File: src/logic/vtd_pkg.sv
// Package: register map, field layout, reset values and timing for the trip detector
`default_nettype none
package vtd_pkg;
    // ********************
    // Register offsets
    // ********************
    localparam logic [7:0] CTRL_OFFSET     = 8'h00; // Control register
    localparam logic [7:0] FLAG_OFFSET     = 8'h04; // Event flag register
    localparam logic [7:0] IRQEN_OFFSET    = 8'h08; // Interrupt enable register
    localparam logic [7:0] CORE_OFFSET     = 8'h0C; // Global enable and sleep
    // ********************
    // Field positions
    // ********************
    localparam int LEVEL_LSB   = 0;  // Trip level low bit
    localparam int ENABLE_BIT  = 4;  // Detector enable
    localparam int STABLE_BIT  = 5;  // Reference stable, read only
    localparam int UNUSED_BIT  = 6;  // Unimplemented
    localparam int DIR_BIT     = 7;  // Direction select
    localparam int EVENT_BIT   = 2;  // Event flag and its enable
    localparam int PRIO_BIT    = 2;  // Priority bit number, unused; the enable word keeps priority at PRIO_POS
    localparam int PRIO_POS    = 8;  // Priority position in the enable register
    localparam int GIE_BIT     = 7;  // Global enable in core word
    localparam int SLEEP_BIT   = 0;  // Sleep request in core word
    // ********************
    // Reset values
    // ********************
    localparam logic [7:0] CTRL_RESET  = 8'h05; // Level 0101, everything else off
    localparam logic [3:0] LEVEL_EXT   = 4'hF;  // Code that selects the external pin
    // ********************
    // Timing
    // ********************
    localparam int CLK_HZ        = 50_000_000;
    localparam int SETTLE_NS     = 20_000;     // Reference settle time in ns
    localparam int SETTLE_CYCLES = (SETTLE_NS * (CLK_HZ / 1_000_000) + 999) / 1000;
    // Detector state
    typedef enum logic [2:0]
    {
        ST_OFF    = 3'b001,
        ST_SETTLE = 3'b010,
        ST_ARMED  = 3'b100
    } det_state_t;
endpackage : vtd_pkg
`default_nettype wire

File: src/logic/vtd_sync_if.sv
// Interface: synchronised analog status carried between the synchroniser and the core
`timescale 1ns/1ps
`default_nettype none
interface vtd_sync_if;
    logic cmp_hi;    // Synchronised comparator: voltage at or above trip
    logic ref_ready; // Synchronised reference-ready indication
    modport src (output cmp_hi, output ref_ready);
    modport dst (input cmp_hi, input ref_ready);
endinterface : vtd_sync_if
`default_nettype wire

File: src/logic/vtd_sync.sv
// Two-stage synchroniser for the comparator output and the reference-ready level
`timescale 1ns/1ps
`default_nettype none
module vtd_sync
(
    input  wire logic   pclk,
    input  wire logic   presetn,
    input  wire logic   cmp_async,
    input  wire logic   ref_async,
    vtd_sync_if.src     sync
);
    logic [1:0] meta_ff;   // First stage, read only by the second
    logic [1:0] stable_ff; // Second stage
    // ********************
    // Synchroniser stages
    // ********************
    // two flop crossing
    always_ff @(posedge pclk or negedge presetn)
    begin
        if (!presetn)
        begin
            meta_ff   <= 2'h0;
            stable_ff <= 2'h0;
        end
        else
        begin
            meta_ff   <= {ref_async, cmp_async};
            stable_ff <= meta_ff;
        end
    end
    assign sync.cmp_hi    = stable_ff[0];
    assign sync.ref_ready = stable_ff[1];
endmodule : vtd_sync
`default_nettype wire

File: src/logic/voltage_trip_detector.sv
// Top of the voltage trip detector: APB registers, settling control and event logic
//
// Function
// - Detector runs only while enable set
// - Stable flag clears on enable, read only
// - No event before reference is stable
// - Direction picks rise or fall trip
// - Four bit level picks sixteen settings
// - All ones level routes external pin
// - Crossing in direction sets event flag
// - Interrupt needs event and global enables
// - Settle interval is fixed real time
// - Works in sleep, crossing wakes core
// - Reset disables and restores control
// - Bit six reads zero, ignores writes
`timescale 1ns/1ps
`default_nettype none
module voltage_trip_detector
(
    input  wire logic        pclk,
    input  wire logic        presetn,
    input  wire logic        psel,
    input  wire logic        penable,
    input  wire logic        pwrite,
    input  wire logic [7:0]  paddr,
    input  wire logic [31:0] pwdata,
    output logic      [31:0] prdata,
    output logic             pready,
    output logic             pslverr,
    input  wire logic        cmp_out,
    input  wire logic        ref_ready_in,
    output logic             detector_enable,
    output logic      [3:0]  tap_select,
    output logic             external_trip_input_sel,
    output logic             irq,
    output logic             wake
);
    // ********************
    // Declarations
    // ********************
    vtd_sync_if sync_bus ();                   // Synchronised analog status
    logic [7:0]  ctrl_ff;                      // Writable control bits
    logic        stable_ff;                    // Reference stable flag
    logic        event_ff;                     // Detect event flag
    logic        irq_en_ff;                    // Detect interrupt enable
    logic        prio_ff;                      // Priority bit, stored only
    logic        gie_ff;                       // Global interrupt enable
    logic        sleep_ff;                     // Core sleeping
    logic [15:0] settle_ff;                    // Settle time counter
    vtd_pkg::det_state_t state_ff;             // Detector state
    vtd_pkg::det_state_t nxt_state;            // Next detector state
    logic        cmp_prev_ff;                  // Last comparator sample
    logic        wr_en;                        // APB write strobe
    logic        rd_en;                        // APB read strobe
    logic        crossing;                     // Crossing in chosen direction
    logic        en_now;                       // Current enable bit
    // ********************
    // Helpers
    // ********************
    // Match a register offset on the word address
    function automatic logic hit(input logic [7:0] a, input logic [7:0] off);
        hit = (a[7:2] == off[7:2]);
    endfunction : hit
    assign wr_en  = psel && penable && pwrite;
    assign rd_en  = psel && penable && !pwrite;
    assign en_now = ctrl_ff[vtd_pkg::ENABLE_BIT];
    // ********************
    // Synchroniser
    // ********************
    vtd_sync vtd_sync_inst
    (
        .pclk      (pclk),
        .presetn   (presetn),
        .cmp_async (cmp_out),
        .ref_async (ref_ready_in),
        .sync      (sync_bus.src)
    );
    // ********************
    // Control register
    // ********************
    // Stable flag and bit six are never stored from writes
    always_ff @(posedge pclk or negedge presetn)
    begin
        if (!presetn)
        begin
            ctrl_ff <= vtd_pkg::CTRL_RESET;
        end
        else if (wr_en && hit(paddr, vtd_pkg::CTRL_OFFSET))
        begin
            ctrl_ff <= pwdata[7:0] & 8'h9F;
        end
    end
    // ********************
    // Enable registers
    // ********************
    always_ff @(posedge pclk or negedge presetn)
    begin
        if (!presetn)
        begin
            irq_en_ff <= 1'b0;
            prio_ff   <= 1'b0;
            gie_ff    <= 1'b0;
        end
        else if (wr_en && hit(paddr, vtd_pkg::IRQEN_OFFSET))
        begin
            irq_en_ff <= pwdata[vtd_pkg::EVENT_BIT];
            prio_ff   <= pwdata[vtd_pkg::PRIO_POS];
        end
        else if (wr_en && hit(paddr, vtd_pkg::CORE_OFFSET))
        begin
            gie_ff <= pwdata[vtd_pkg::GIE_BIT];
        end
    end
    // ********************
    // Sleep state
    // ********************
    // Software enters sleep; an event wakes it regardless of enables
    always_ff @(posedge pclk or negedge presetn)
    begin
        if (!presetn)
        begin
            sleep_ff <= 1'b0;
        end
        else if (event_ff)
        begin
            sleep_ff <= 1'b0;
        end
        else if (wr_en && hit(paddr, vtd_pkg::CORE_OFFSET))
        begin
            sleep_ff <= pwdata[vtd_pkg::SLEEP_BIT];
        end
    end
    // ********************
    // Detector state machine
    // ********************
    always_comb
    begin
        nxt_state = state_ff;
        case (state_ff)
            vtd_pkg::ST_OFF:
            begin
                if (en_now)
                begin
                    nxt_state = vtd_pkg::ST_SETTLE;
                end
            end
            vtd_pkg::ST_SETTLE:
            begin
                if (!en_now)
                begin
                    nxt_state = vtd_pkg::ST_OFF;
                end
                else if (settle_ff == 16'h0000 && sync_bus.ref_ready)
                begin
                    nxt_state = vtd_pkg::ST_ARMED;
                end
            end
            vtd_pkg::ST_ARMED:
            begin
                if (!en_now)
                begin
                    nxt_state = vtd_pkg::ST_OFF;
                end
            end
            default:
            begin
                nxt_state = vtd_pkg::ST_OFF;
            end
        endcase
    end
    always_ff @(posedge pclk or negedge presetn)
    begin
        if (!presetn)
        begin
            state_ff <= vtd_pkg::ST_OFF;
        end
        else
        begin
            state_ff <= nxt_state;
        end
    end
    // ********************
    // Settle counter
    // ********************
    // Loaded on every enable so each enable waits the full interval
    always_ff @(posedge pclk or negedge presetn)
    begin
        if (!presetn)
        begin
            settle_ff <= 16'h0000;
        end
        else if (state_ff == vtd_pkg::ST_OFF)
        begin
            settle_ff <= 16'(vtd_pkg::SETTLE_CYCLES);
        end
        else if (settle_ff != 16'h0000)
        begin
            settle_ff <= settle_ff - 16'h0001;
        end
    end
    // ********************
    // Stable flag
    // ********************
    always_ff @(posedge pclk or negedge presetn)
    begin
        if (!presetn)
        begin
            stable_ff <= 1'b0;
        end
        else
        begin
            stable_ff <= (nxt_state == vtd_pkg::ST_ARMED);
        end
    end
    // ********************
    // Crossing detection
    // ********************
    always_ff @(posedge pclk or negedge presetn)
    begin
        if (!presetn)
        begin
            cmp_prev_ff <= 1'b0;
        end
        else
        begin
            cmp_prev_ff <= sync_bus.cmp_hi;
        end
    end
    // direction chooses level sense
    // Level sense, not edge: a voltage already past trip still raises the flag
    assign crossing = ctrl_ff[vtd_pkg::DIR_BIT] ? sync_bus.cmp_hi : !sync_bus.cmp_hi;
    // ********************
    // Event flag
    // ********************
    always_ff @(posedge pclk or negedge presetn)
    begin
        if (!presetn)
        begin
            event_ff <= 1'b0;
        end
        else if (stable_ff && en_now && crossing)
        begin
            event_ff <= 1'b1;
        end
        // Write one to clear; set above wins
        else if (wr_en && hit(paddr, vtd_pkg::FLAG_OFFSET) && pwdata[vtd_pkg::EVENT_BIT])
        begin
            event_ff <= 1'b0;
        end
    end
    // ********************
    // Analog side outputs
    // ********************
    always_ff @(posedge pclk or negedge presetn)
    begin
        if (!presetn)
        begin
            detector_enable         <= 1'b0;
            tap_select              <= 4'h0;
            external_trip_input_sel <= 1'b0;
        end
        else
        begin
            detector_enable <= en_now;
            tap_select <= ctrl_ff[vtd_pkg::LEVEL_LSB +: 4];
            external_trip_input_sel <= (ctrl_ff[vtd_pkg::LEVEL_LSB +: 4] == vtd_pkg::LEVEL_EXT);
        end
    end
    // ********************
    // Interrupt and wake
    // ********************
    always_ff @(posedge pclk or negedge presetn)
    begin
        if (!presetn)
        begin
            irq  <= 1'b0;
            wake <= 1'b0;
        end
        else
        begin
            irq  <= event_ff && irq_en_ff && gie_ff;
            wake <= event_ff && sleep_ff;
        end
    end
    // ********************
    // APB slave
    // ********************
    // Zero wait states; unmapped reads give zero with an error
    always_ff @(posedge pclk or negedge presetn)
    begin
        if (!presetn)
        begin
            prdata  <= 32'h0000_0000;
            pready  <= 1'b0;
            pslverr <= 1'b0;
        end
        else
        begin
            pready  <= psel && !penable;
            pslverr <= 1'b0;
            prdata  <= 32'h0000_0000;
            if (psel && !penable)
            begin
                if (hit(paddr, vtd_pkg::CTRL_OFFSET))
                begin
                    prdata <= {24'h000000, ctrl_ff[7], 1'b0, stable_ff, ctrl_ff[4:0]};
                end
                else if (hit(paddr, vtd_pkg::FLAG_OFFSET))
                begin
                    prdata <= {29'h00000000, event_ff, 2'h0};
                end
                else if (hit(paddr, vtd_pkg::IRQEN_OFFSET))
                begin
                    prdata <= {23'h000000, prio_ff, 5'h00, irq_en_ff, 2'h0};
                end
                else if (hit(paddr, vtd_pkg::CORE_OFFSET))
                begin
                    prdata <= {24'h000000, gie_ff, 6'h00, sleep_ff};
                end
                else
                begin
                    pslverr <= 1'b1;
                end
            end
        end
    end
    // Reads use data fetched in setup; rd_en kept for clarity of strobes
    logic unused_rd;
    assign unused_rd = rd_en | cmp_prev_ff;
endmodule : voltage_trip_detector
`default_nettype wire

File: config.mk
export PLATFORM = sky130hd
export DESIGN_NAME = voltage_trip_detector
export DESIGN_NICKNAME = d
export VERILOG_FILES = /design/src/logic/vtd_pkg.sv /design/src/logic/vtd_sync_if.sv /design/src/logic/vtd_sync.sv /design/src/logic/voltage_trip_detector.sv
export SDC_FILE = /design/constraint.sdc
export NUM_CORES = 1
export LEC_CHECK = 0
export BUFFER_PORTS_ARGS = -buffer_cell sky130_fd_sc_hd__buf_4
export CORE_ASPECT_RATIO = 0.7
export CORE_MARGIN = 2
export CORE_UTILIZATION = 45
export DETAILED_ROUTE_END_ITERATION = 16
export HOLD_SLACK_MARGIN = 0.02
export PLACE_DENSITY_LB_ADDON = 0.3
export SYNTH_ARGS = -nofsm -noshare
export SYNTH_HDL_FRONTEND = slang
export SYNTH_SLANG_ARGS = --single-unit
File: constraint.sdc
create_clock -name pclk -period 1.68 [get_ports pclk]
set_input_delay 0.336 -clock pclk [delete_from_list [all_inputs] [get_ports pclk]]
set_output_delay 0.336 -clock pclk [all_outputs]
set_load 0.02 [all_outputs]
==> results of run 1 <==
-- critical path, stage by stage, from the launching register on --
cell and delay [ns]:
dfrtp_1 0.43, nor3_4 0.30, nand4_1 0.15, buf_6 0.16, or4_4 0.41, a21oi_2 0.13
-- sequential cells by signal, indices dropped and copies added (netlist names), 2 cells and up --
name,cells
state_ff,3
vtd_sync_inst.stable_ff,2
ctrl_ff,6
tap_select,4
settle_ff,16
vtd_sync_inst.meta_ff,2
prdata,8
-- per-layer routing --
| layer | up-vias | wire length (µm) | GRT usage (%) |
|---|---|---|---|
| li1 | 846 | - | - |
| met1 | 806 | 2300 | 25.5 |
| met2 | 55 | 2020 | 23.4 |
| met3 | 2 | 307 | 3.19 |
| met4 | 0 | 34 | 5.70 |
| met5 | - | 0 | 0 |
-- final cells by class --
type                    instances  area (µm²)
multi-input cells             150        1080
repair buffers                 63         507
fillers                       455        2170
inverters                       5        18.8
clock inverters                 2        15.0
clock buffers                   6        72.6
flip-flops and latches         53        1330
well taps                      72        90.1
-- path summary, 6_finish.rpt --
path / from / to / cells after the start
worst max-delay path: settle_ff[4] / settle_ff[11] / 5
worst min-delay path: presetn / settle_ff[5] / 1
worst max register to register: settle_ff[4] / settle_ff[11] / 5
worst min register to register: vtd_sync_inst.meta_ff[1] / vtd_sync_inst.stable_ff[1] / 0
max in group asynchronous: presetn / tap_select[1] / 1
min in group pclk: cmp_out / vtd_sync_inst.meta_ff[0] / 1
-- cell families (layout without fill, tap and decap cells) --
group	count (synthesis)	count (layout)	synth area share [%]
AND/OR/NAND/NOR	72	72	17.2
flip-flops	53	53	53.4
buffers and inverters	36	76	10.0
AO/OA/AOI/OAI	33	33	10.2
multiplexers	17	17	7.28
adder cells (fa/ha/maj)	2	2	1.00
XOR/XNOR	2	2	0.703
other	1	24	0.151
-- repair_timing --
item,CTS,global route
gates cloned,1,0
pin swaps,8,4
setup buffers,2,0
setup endpoints to repair,11,16
gates resized for setup,8,11
-- power by group through the flow --
stage	clock network [W]	registers [W]	logic (W)
finish	0.000688	0.00134	0.000402
global route	0.000772	0.00135	0.000442
CTS	0.000717	0.00134	0.000388
detailed placement	0	0.00136	0.000361
global placement	0	0.00136	0.000356
floorplan	0	0.00137	0.000247
-- cells in the final DEF, fill, tap and decap left out, types with 5 or more instances in the layout --
cell      count
buf_4        57
dfrtp_1      50
conb_1       24
nor2_1       14
nand2_1       9
mux2i_1       8
and3_1        7
nand3_1       6
mux2_1        6
a21oi_1       5
and2_1        5
clkbuf_8      5
-- stage by stage --
step / power, W / util, % / std cells / instance area, µm²
3_5_place_dp: 0.00173 / 55.1 / 340 / 2910
2_1_floorplan: 0.00162 / - / 239 / 2580
3_3_place_gp: 0.00172 / 55.1 / 340 / 2910
4_1_cts: 0.00245 / 58.1 / 351 / 3070
6_report: 0.00243 / 58.9 / 351 / 3110
5_1_grt: 0.00256 / 58.9 / 351 / 3110
==> results_dict.tcl, run 1 <==
set metrics [dict create \
    grt_pass1_wl_mm 7.78 \
    vias 1709 \
    drive_gt1_share_pct 35.5 \
    tns_ns 0 \
    postRouteAntennaNets 0 \
    synth-edff-count 0 \
    crit_fanout 7 \
    num_io_pins 89 \
    grt_setup_unrepaired "true" \
    relSlewSlack_pct 57.0 \
    cts-hold-fix-buffers 0 \
    switchingPower_w 0.000651 \
    core_area_um2 5290 \
    swShare_pct 26.8 \
    p_clk_share_pct 28.3 \
    async_reset_ff_share_pct 100 \
    syn_area_per_cell_um2 11.5 \
    dr.pass1.iters 4 \
    hold_ws_ns 0.0589 \
    synth_area_um2 2490 \
    leakage_nw 1.45 \
    crit_type "register to register" \
    clk_latency_ns 0.30 \
    cts_buffers 5 \
    clock-skew-final_ns 0.00378 \
    setup_ws_ns 0.0335 \
    clock-sinks 53 \
    synth_area_leader_cell "dfrtp_1" \
    cts-root-buf "clkbuf_8" \
    track_usage_pct 16.6 \
    antenna_found_initial 0 \
    drv_cap 0 \
    p_comb_share_pct 16.5 \
    grt_overflow 0 \
    synth_cell_types 53 \
    place_congestion 0.813 \
    die_area_um2 6160 \
    htreeDepth 2 \
    synth_seq_area_share_pct 53.4 \
    post-synth-top-count-cell "dfrtp_1" \
    hold_path_class "input pin to asynchronous set/reset pin" \
    place_ws_ns -0.0615 \
    die_h_um 66.3 \
    drtIter0Drc 48 \
    grt_start_max_net_pins 54 \
    drc 0 \
    synth_common_cells "dfrtp_1, buf_4, nor2_1" \
    wl_per_cell_um 13.3 \
    worst_slew_pin_slew_ns 0.646 \
    synth-warning-count 0 \
    synth_area_leaders "dfrtp_1, buf_4, mux2i_1" \
    synthCells 216 \
    layout_min_cycle_time_ns 1.65 \
    n_antenna_cell 0 \
    final-setup-viol-count 0 \
    setup.worst_path.end_class "register" \
    die_w_um 92.9 \
    routed_wl_mm 4.67 \
    viasPerCell 4.87 \
    timing.reg2reg.setup_slack_ns 0.03 \
    clock.fmax_ghz 0.607 \
    cts_tree "done" \
    area_delta_synth_final_pct 24.9 \
    num_rows 22 \
    start_util_pct 47.1 \
    ys.flop_type "dfrtp_1" \
    crit_required_ns 1.91 \
    cp-start-kind "register" \
    numPortBuffers 37 \
    clkTransAtPathRegs_ns 0.09 \
    peakVddDrop_mv 0.474 \
    seqPwrFrac_pct 55.2 \
    ys_seq_elements 53 \
    hold_viol_final 0 \
    period_share_pct 98.0 \
    p_per_area_nw_per_um2 782 \
    slew_viol_final 0 \
    dp_hpwl_mm 3.40 \
    cts_max_path_buffers 2 \
    synth.top_cell.area_share_pct 50.2 \
    grt_pass1_vias 1632 \
    arrival_ns 1.88 \
    p_int_w 0.00178 \
    nets 327 \
    status "finished clean" \
]
Note: power is estimated with default switching activity, not from simulation.
==> inputs of run 2 (changes only) <==
ABC_AREA = 1   (was unset)
RECOVER_POWER = 25   (was unset)
==> run 2 against run 1 <==
Compared with the run above: clock power increased by 1%; utilization decreased by 6.0 points; largest cell class unchanged; critical path type unchanged; non-clock buffer count fell by 22; area after synthesis up 5.0%; flip-flop and latch count unchanged; combinational power is 21% lower; register-to-register slack improved by 0.06 ns; first-iteration DRC count rose by 130%; setup slack better by 0.065 ns; worst hold slack improved by 0.094 ns.
==> results_dict.tcl, run 2 <==
set metrics [dict create \
    status "finished clean" \
    p_comb_share_pct 13.4 \
    arrival_ns 1.78 \
    path_cells "inv_1 -> ha_1 -> inv_1 -> nor3_2 -> nand3_2 -> clkinv_2 -> nor2_1" \
    num_io_pins 89 \
    swShare_pct 27.4 \
    largest_reg_flops 16 \
    peakVddDrop_mv 0.449 \
    cpMostUsedCell "inv_1" \
    synth_area_leader_cell "dfrtp_1" \
    finalCoreUtilization_pct 52.9 \
    cp_slowest_cell "dfrtp_1" \
    drtIter0Drc 108 \
    antenna_found_initial 0 \
    grt_pass1_wl_mm 8.16 \
    dp_hpwl_mm 3.72 \
    vias 1979 \
    final-setup-viol-count 0 \
    core_area_um2 5670 \
    setup.worst_path.end_class "register" \
    cts-root-buf "clkbuf_8" \
    clock-skew-final_ns 0.00706 \
    clk_latency_ns 0.30 \
    cp-start-kind "register" \
    hold_ws_ns 0.153 \
    synth-edff-count 0 \
    p_per_area_nw_per_um2 785 \
    synth_common_cells "nand2_1, dfrtp_1, nor2_1" \
    die_h_um 67.8 \
    layout_commonest_cell "nand2_1" \
    drv_cap 0 \
    r2r_start "settle_ff[0]" \
    min_to "vtd_sync_inst.meta_ff[0]" \
    grt_start_max_net_pins 54 \
    grt_overflow 0 \
    leakage_nw 1.53 \
    seqPwrFrac_pct 57.0 \
    clock.fmax_ghz 0.632 \
    p_clk_share_pct 29.6 \
    post-synth-top-count-cell "nand2_1" \
    track_usage_pct 16.6 \
    routed_wl_mm 4.90 \
    area_delta_synth_final_pct 14.7 \
    cp_slowest_stage_delay_ns 0.37 \
    synth_area_leaders "dfrtp_1, nand2_1, buf_4" \
    postRouteAntennaNets 0 \
    relSlewSlack_pct 16.6 \
    hold_path_class "input pin to register" \
    cts-hold-fix-buffers 0 \
    slew_viol_final 0 \
    top_regs "settle_ff (16), prdata (8), ctrl_ff (6)" \
    clkTransAtPathRegs_ns 0.09 \
    drc 0 \
    num_rows 23 \
    post-cts-setup-buffers 0 \
    period_share_pct 94.1 \
    cts_tree "done" \
    nets 405 \
    r2r_end "settle_ff[11]" \
    synth.top_cell.area_share_pct 47.8 \
    cts_max_path_buffers 2 \
    synth_area_um2 2620 \
    synth_cell_types 28 \
    htreeDepth 2 \
    place_congestion 0.857 \
    die_area_um2 6450 \
    grt_pass1_vias 1676 \
    grt_setup_unrepaired "false" \
    worstHoldStart "cmp_out" \
    start_util_pct 46.1 \
    largest-register "settle_ff" \
    drive_gt1_share_pct 19.9 \
    layout_min_cycle_time_ns 1.58 \
    syn_area_per_cell_um2 8.44 \
    ys_seq_elements 53 \
    cts_buffers 5 \
    synthCells 310 \
    synth_seq_area_share_pct 50.9 \
    p_int_w 0.00171 \
    tns_ns 0 \
    dr.pass1.iters 4 \
    timing.reg2reg.setup_slack_ns 0.1 \
    crit_required_ns 1.87 \
    mostFrequentLayoutCells "nand2_1, dfrtp_1, nor2_1" \
    wl_per_cell_um 11.3 \
    worst_slew_pin_slew_ns 1.25 \
    ys.flop_type "dfrtp_1" \
    switchingPower_w 0.000644 \
    hold_viol_final 0 \
    viasPerCell 4.58 \
    synth-warning-count 0 \
    min_path_cells 1 \
    async_reset_ff_share_pct 100 \
    numPortBuffers 37 \
    cts_resized 0 \
    crit_type "register to register" \
    die_w_um 95.1 \
    crit_fanout 8 \
    clock-sinks 53 \
    n_antenna_cell 0 \
    r2r_cells 7 \
]
run 2: cell type report:
class | count | area [µm²]
Clock buffer | 6 | 72.6
Clock inverter | 2 | 15.0
Fill cell | 547 | 2670
Inverter | 39 | 148
Multi-Input combinational cell | 216 | 1040
Sequential cell | 53 | 1330
Tap cell | 75 | 93.8
Timing Repair Buffer | 41 | 302
run 2: worst max path at each step:
stage                             from            end  slack [ns]  cells after the start
after global routing      settle_ff[0]  settle_ff[10]      0.0004                      7
after floorplan           settle_ff[0]  settle_ff[10]        0.36                      7
after CTS                 settle_ff[0]  settle_ff[11]        0.09                      7
after detailed placement  settle_ff[0]  settle_ff[11]        0.12                      7
after global placement    settle_ff[0]  settle_ff[11]        0.13                      7
final                     settle_ff[0]  settle_ff[11]         0.1                      7
run 2: critical path, delay by kind of cell (launching register included):
family                   cells  cell delay [ns]
AND/OR/NAND/NOR              3             0.45
adder cells (fa/ha/maj)      1             0.25
flip-flops                   1             0.37
buffers and inverters        3             0.41
run 2: layer usage:
| metal | global-route usage [%] | share of wire, % | up-vias |
|---|---|---|---|
| li1 | - | - | 1008 |
| met4 | 4.89 | 0.94 | 0 |
| met5 | 0 | 0 | - |
| met1 | 26.5 | 52 | 911 |
| met3 | 3.13 | 6.3 | 5 |
| met2 | 22.4 | 41 | 55 |
run 2: power groups by stage:
stage	sequential, W	combinational, W	clock (W)
after floorplan	0.00137	0.000227	0
after global placement	0.00137	0.000314	0
after detailed placement	0.00137	0.000318	0
after CTS	0.00134	0.000321	0.000731
after global routing	0.00135	0.000355	0.000789
final	0.00134	0.000316	0.000697
run 2: cell families after synthesis:
| family | share of synthesized area (%) |
|---|---|
| AND/OR/NAND/NOR | 30.6 |
| buffers and inverters | 12.7 |
| flip-flops | 50.9 |
| AO/OA/AOI/OAI | 3.06 |
| XOR/XNOR | 1.67 |
| adder cells (fa/ha/maj) | 0.957 |
| other | 0.143 |
run 2: through the flow:
| step | worst slack (ns) | std cells | total power (W) | instance area [µm²] |
|---|---|---|---|---|
| after floorplan | 0.359 | 333 | 0.00160 | 2700 |
| after detailed placement | 0.123 | 424 | 0.00169 | 2920 |
| after CTS | 0.0891 | 432 | 0.00239 | 3010 |
| after global routing | 0.000384 | 432 | 0.00249 | 3000 |
| after global placement | 0.126 | 424 | 0.00168 | 2920 |
| final | 0.0983 | 432 | 0.00235 | 3000 |
==> inputs of run 3 (changes only) <==
clock period = 1.3 ns   (was 1.68 ns; I/O delays follow)
==> run 3 against run 2 <==
Compared with the run above: the flow now finishes with violations (negative setup slack); via count increased by 9.1%; count of clock-buffer cells in the layout unchanged; combinational power is 91% higher; flip-flop and latch count unchanged; die area is the same; design area is 17% higher; critical path depth decreased by 1; critical path type unchanged; critical endpoint is now settle_ff[15].
==> results_dict.tcl, run 3 (synthesized netlist as in run 2, its figures left out) <==
set metrics [dict create \
    cts_tree "done" \
    crit_fanout 8 \
    nets 446 \
    largest-register "settle_ff" \
    arrival_ns 1.61 \
    cp-start-kind "register" \
    seqPwrFrac_pct 51.8 \
    postRouteAntennaNets 0 \
    die_h_um 67.8 \
    crit_required_ns 1.50 \
    leakage_nw 1.78 \
    cp_slowest_stage_delay_ns 0.43 \
    hold_path_class "input pin to register" \
    p_per_area_nw_per_um2 952 \
    n_antenna_cell 0 \
    start_util_pct 46.1 \
    num_rows 23 \
    switchingPower_w 0.000956 \
    total_power_w 0.00335 \
    crit_type "register to register" \
    num_io_pins 89 \
    status "complete, but fails checks" \
    final-setup-viol-count 19 \
    cp_slowest_cell "dfrtp_1" \
    viasPerCell 4.56 \
    clk_latency_ns 0.31 \
    place_ws_ns -0.208 \
    layout_commonest_cell "buf_4" \
    worst_slew_pin_slew_ns 0.687 \
    path_cells "nor2_2 -> nand2_2 -> nor3_4 -> nand3_4 -> clkinv_4 -> nor2_1" \
    clock.fmax_ghz 0.711 \
    layout_min_cycle_time_ns 1.41 \
    drv_cap 0 \
    htreeDepth 2 \
    numPortBuffers 37 \
    drtIter0Drc 143 \
    clkTransAtPathRegs_ns 0.10 \
    period_share_pct 108 \
    die_area_um2 6450 \
    wl_per_cell_um 12.3 \
    slew_viol_final 0 \
    top_regs "settle_ff (16), prdata (8), ctrl_ff (6)" \
    drc 0 \
    routed_wl_mm 5.82 \
    place_congestion 0.878 \
    relSlewSlack_pct 54.2 \
    grt_start_max_net_pins 54 \
    p_clk_share_pct 30.2 \
    grt_pass1_wl_mm 9.22 \
    track_usage_pct 18.8 \
    cts_buffers 5 \
    die_w_um 95.1 \
    vias 2159 \
    antenna_found_initial 0 \
    clock-skew-final_ns 0.00621 \
    setup_ws_ns -0.106 \
    dp_hpwl_mm 4.14 \
    tns_ns -1.26 \
    grt_overflow 0 \
    area_delta_synth_final_pct 34.7 \
    hold_viol_final 0 \
    cts-root-buf "clkbuf_8" \
    cts_max_path_buffers 2 \
    grt_pass1_vias 1987 \
    clock-sinks 53 \
    setup.worst_path.end_class "register" \
    timing.reg2reg.setup_slack_ns -0.11 \
    violations "negative setup slack" \
    p_int_w 0.00240 \
    swShare_pct 28.5 \
    largest_reg_flops 16 \
    mostFrequentLayoutCells "buf_4, nand2_1, dfrtp_1" \
    peakVddDrop_mv 0.471 \
    core_area_um2 5670 \
    drive_gt1_share_pct 35.4 \
    p_comb_share_pct 18.0 \
    dr.pass1.iters 4 \
    grt_setup_unrepaired "true" \
]
[run 3: path summary, 6_finish.rpt]
path | start | endpoint | cells after the start
min reg2reg | vtd_sync_inst.meta_ff[1] | vtd_sync_inst.stable_ff[1] | 0
min | cmp_out | vtd_sync_inst.meta_ff[0] | 1
max reg2reg | settle_ff[4] | settle_ff[15] | 6
max | settle_ff[4] | settle_ff[15] | 6
max in group asynchronous | presetn | settle_ff[3] | 3
min in group asynchronous | presetn | vtd_sync_inst.stable_ff[0] | 3
[run 3: power by group through the flow]
stage                     clock network (W)  logic (W)  registers [W]
after global placement                    0   0.000478        0.00176
after global routing                0.00110   0.000663        0.00174
after detailed placement                  0   0.000483        0.00177
final                               0.00101   0.000604        0.00174
after CTS                           0.00103   0.000581        0.00174
after floorplan                           0   0.000294        0.00177
[run 3: stage by stage]
step	hold slack, ns	std cells	instance area, µm²	utilization, %
global route	0.0600	473	3520	62.1
global placement	0.258	451	3150	55.5
CTS	0.0434	469	3450	60.8
floorplan	-0.0356	333	2700	-
finish	0.0711	473	3520	62.1
detailed placement	0.270	451	3150	55.5
[run 3: critical path, delay by kind of cell, from the launching register on]
| kind | cells | cell delay [ns] |
|---|---|---|
| buffers and inverters | 1 | 0.13 |
| DFF | 1 | 0.43 |
| and+or+nand+nor | 5 | 0.73 |
[run 3: routing by layer]
layer | vias up | track usage [%] | wire, µm
li1 | 1092 | - | -
met1 | 1004 | 27.9 | 2810
met2 | 58 | 28.7 | 2660
met3 | 5 | 3.01 | 309
met4 | 0 | 4.89 | 40
met5 | - | 0 | 0
[run 3: repair_timing]
action,in CTS,in global routing
hold buffers,1,0
resized for setup,38,22
pin swaps,13,17
gates cloned,0,0
endpoints found under the setup margin,19,19
endpoints found under the hold margin,50,0
setup buffers,9,5
[run 3: cell type report]
type	instances	area, µm²
well taps	75	93.8
clock buffers	6	82.6
flip-flops and latches	53	1330
inverters	39	151
fillers	479	2150
multi-input cells	216	1200
clock inverters	2	17.5
repair buffers	82	646
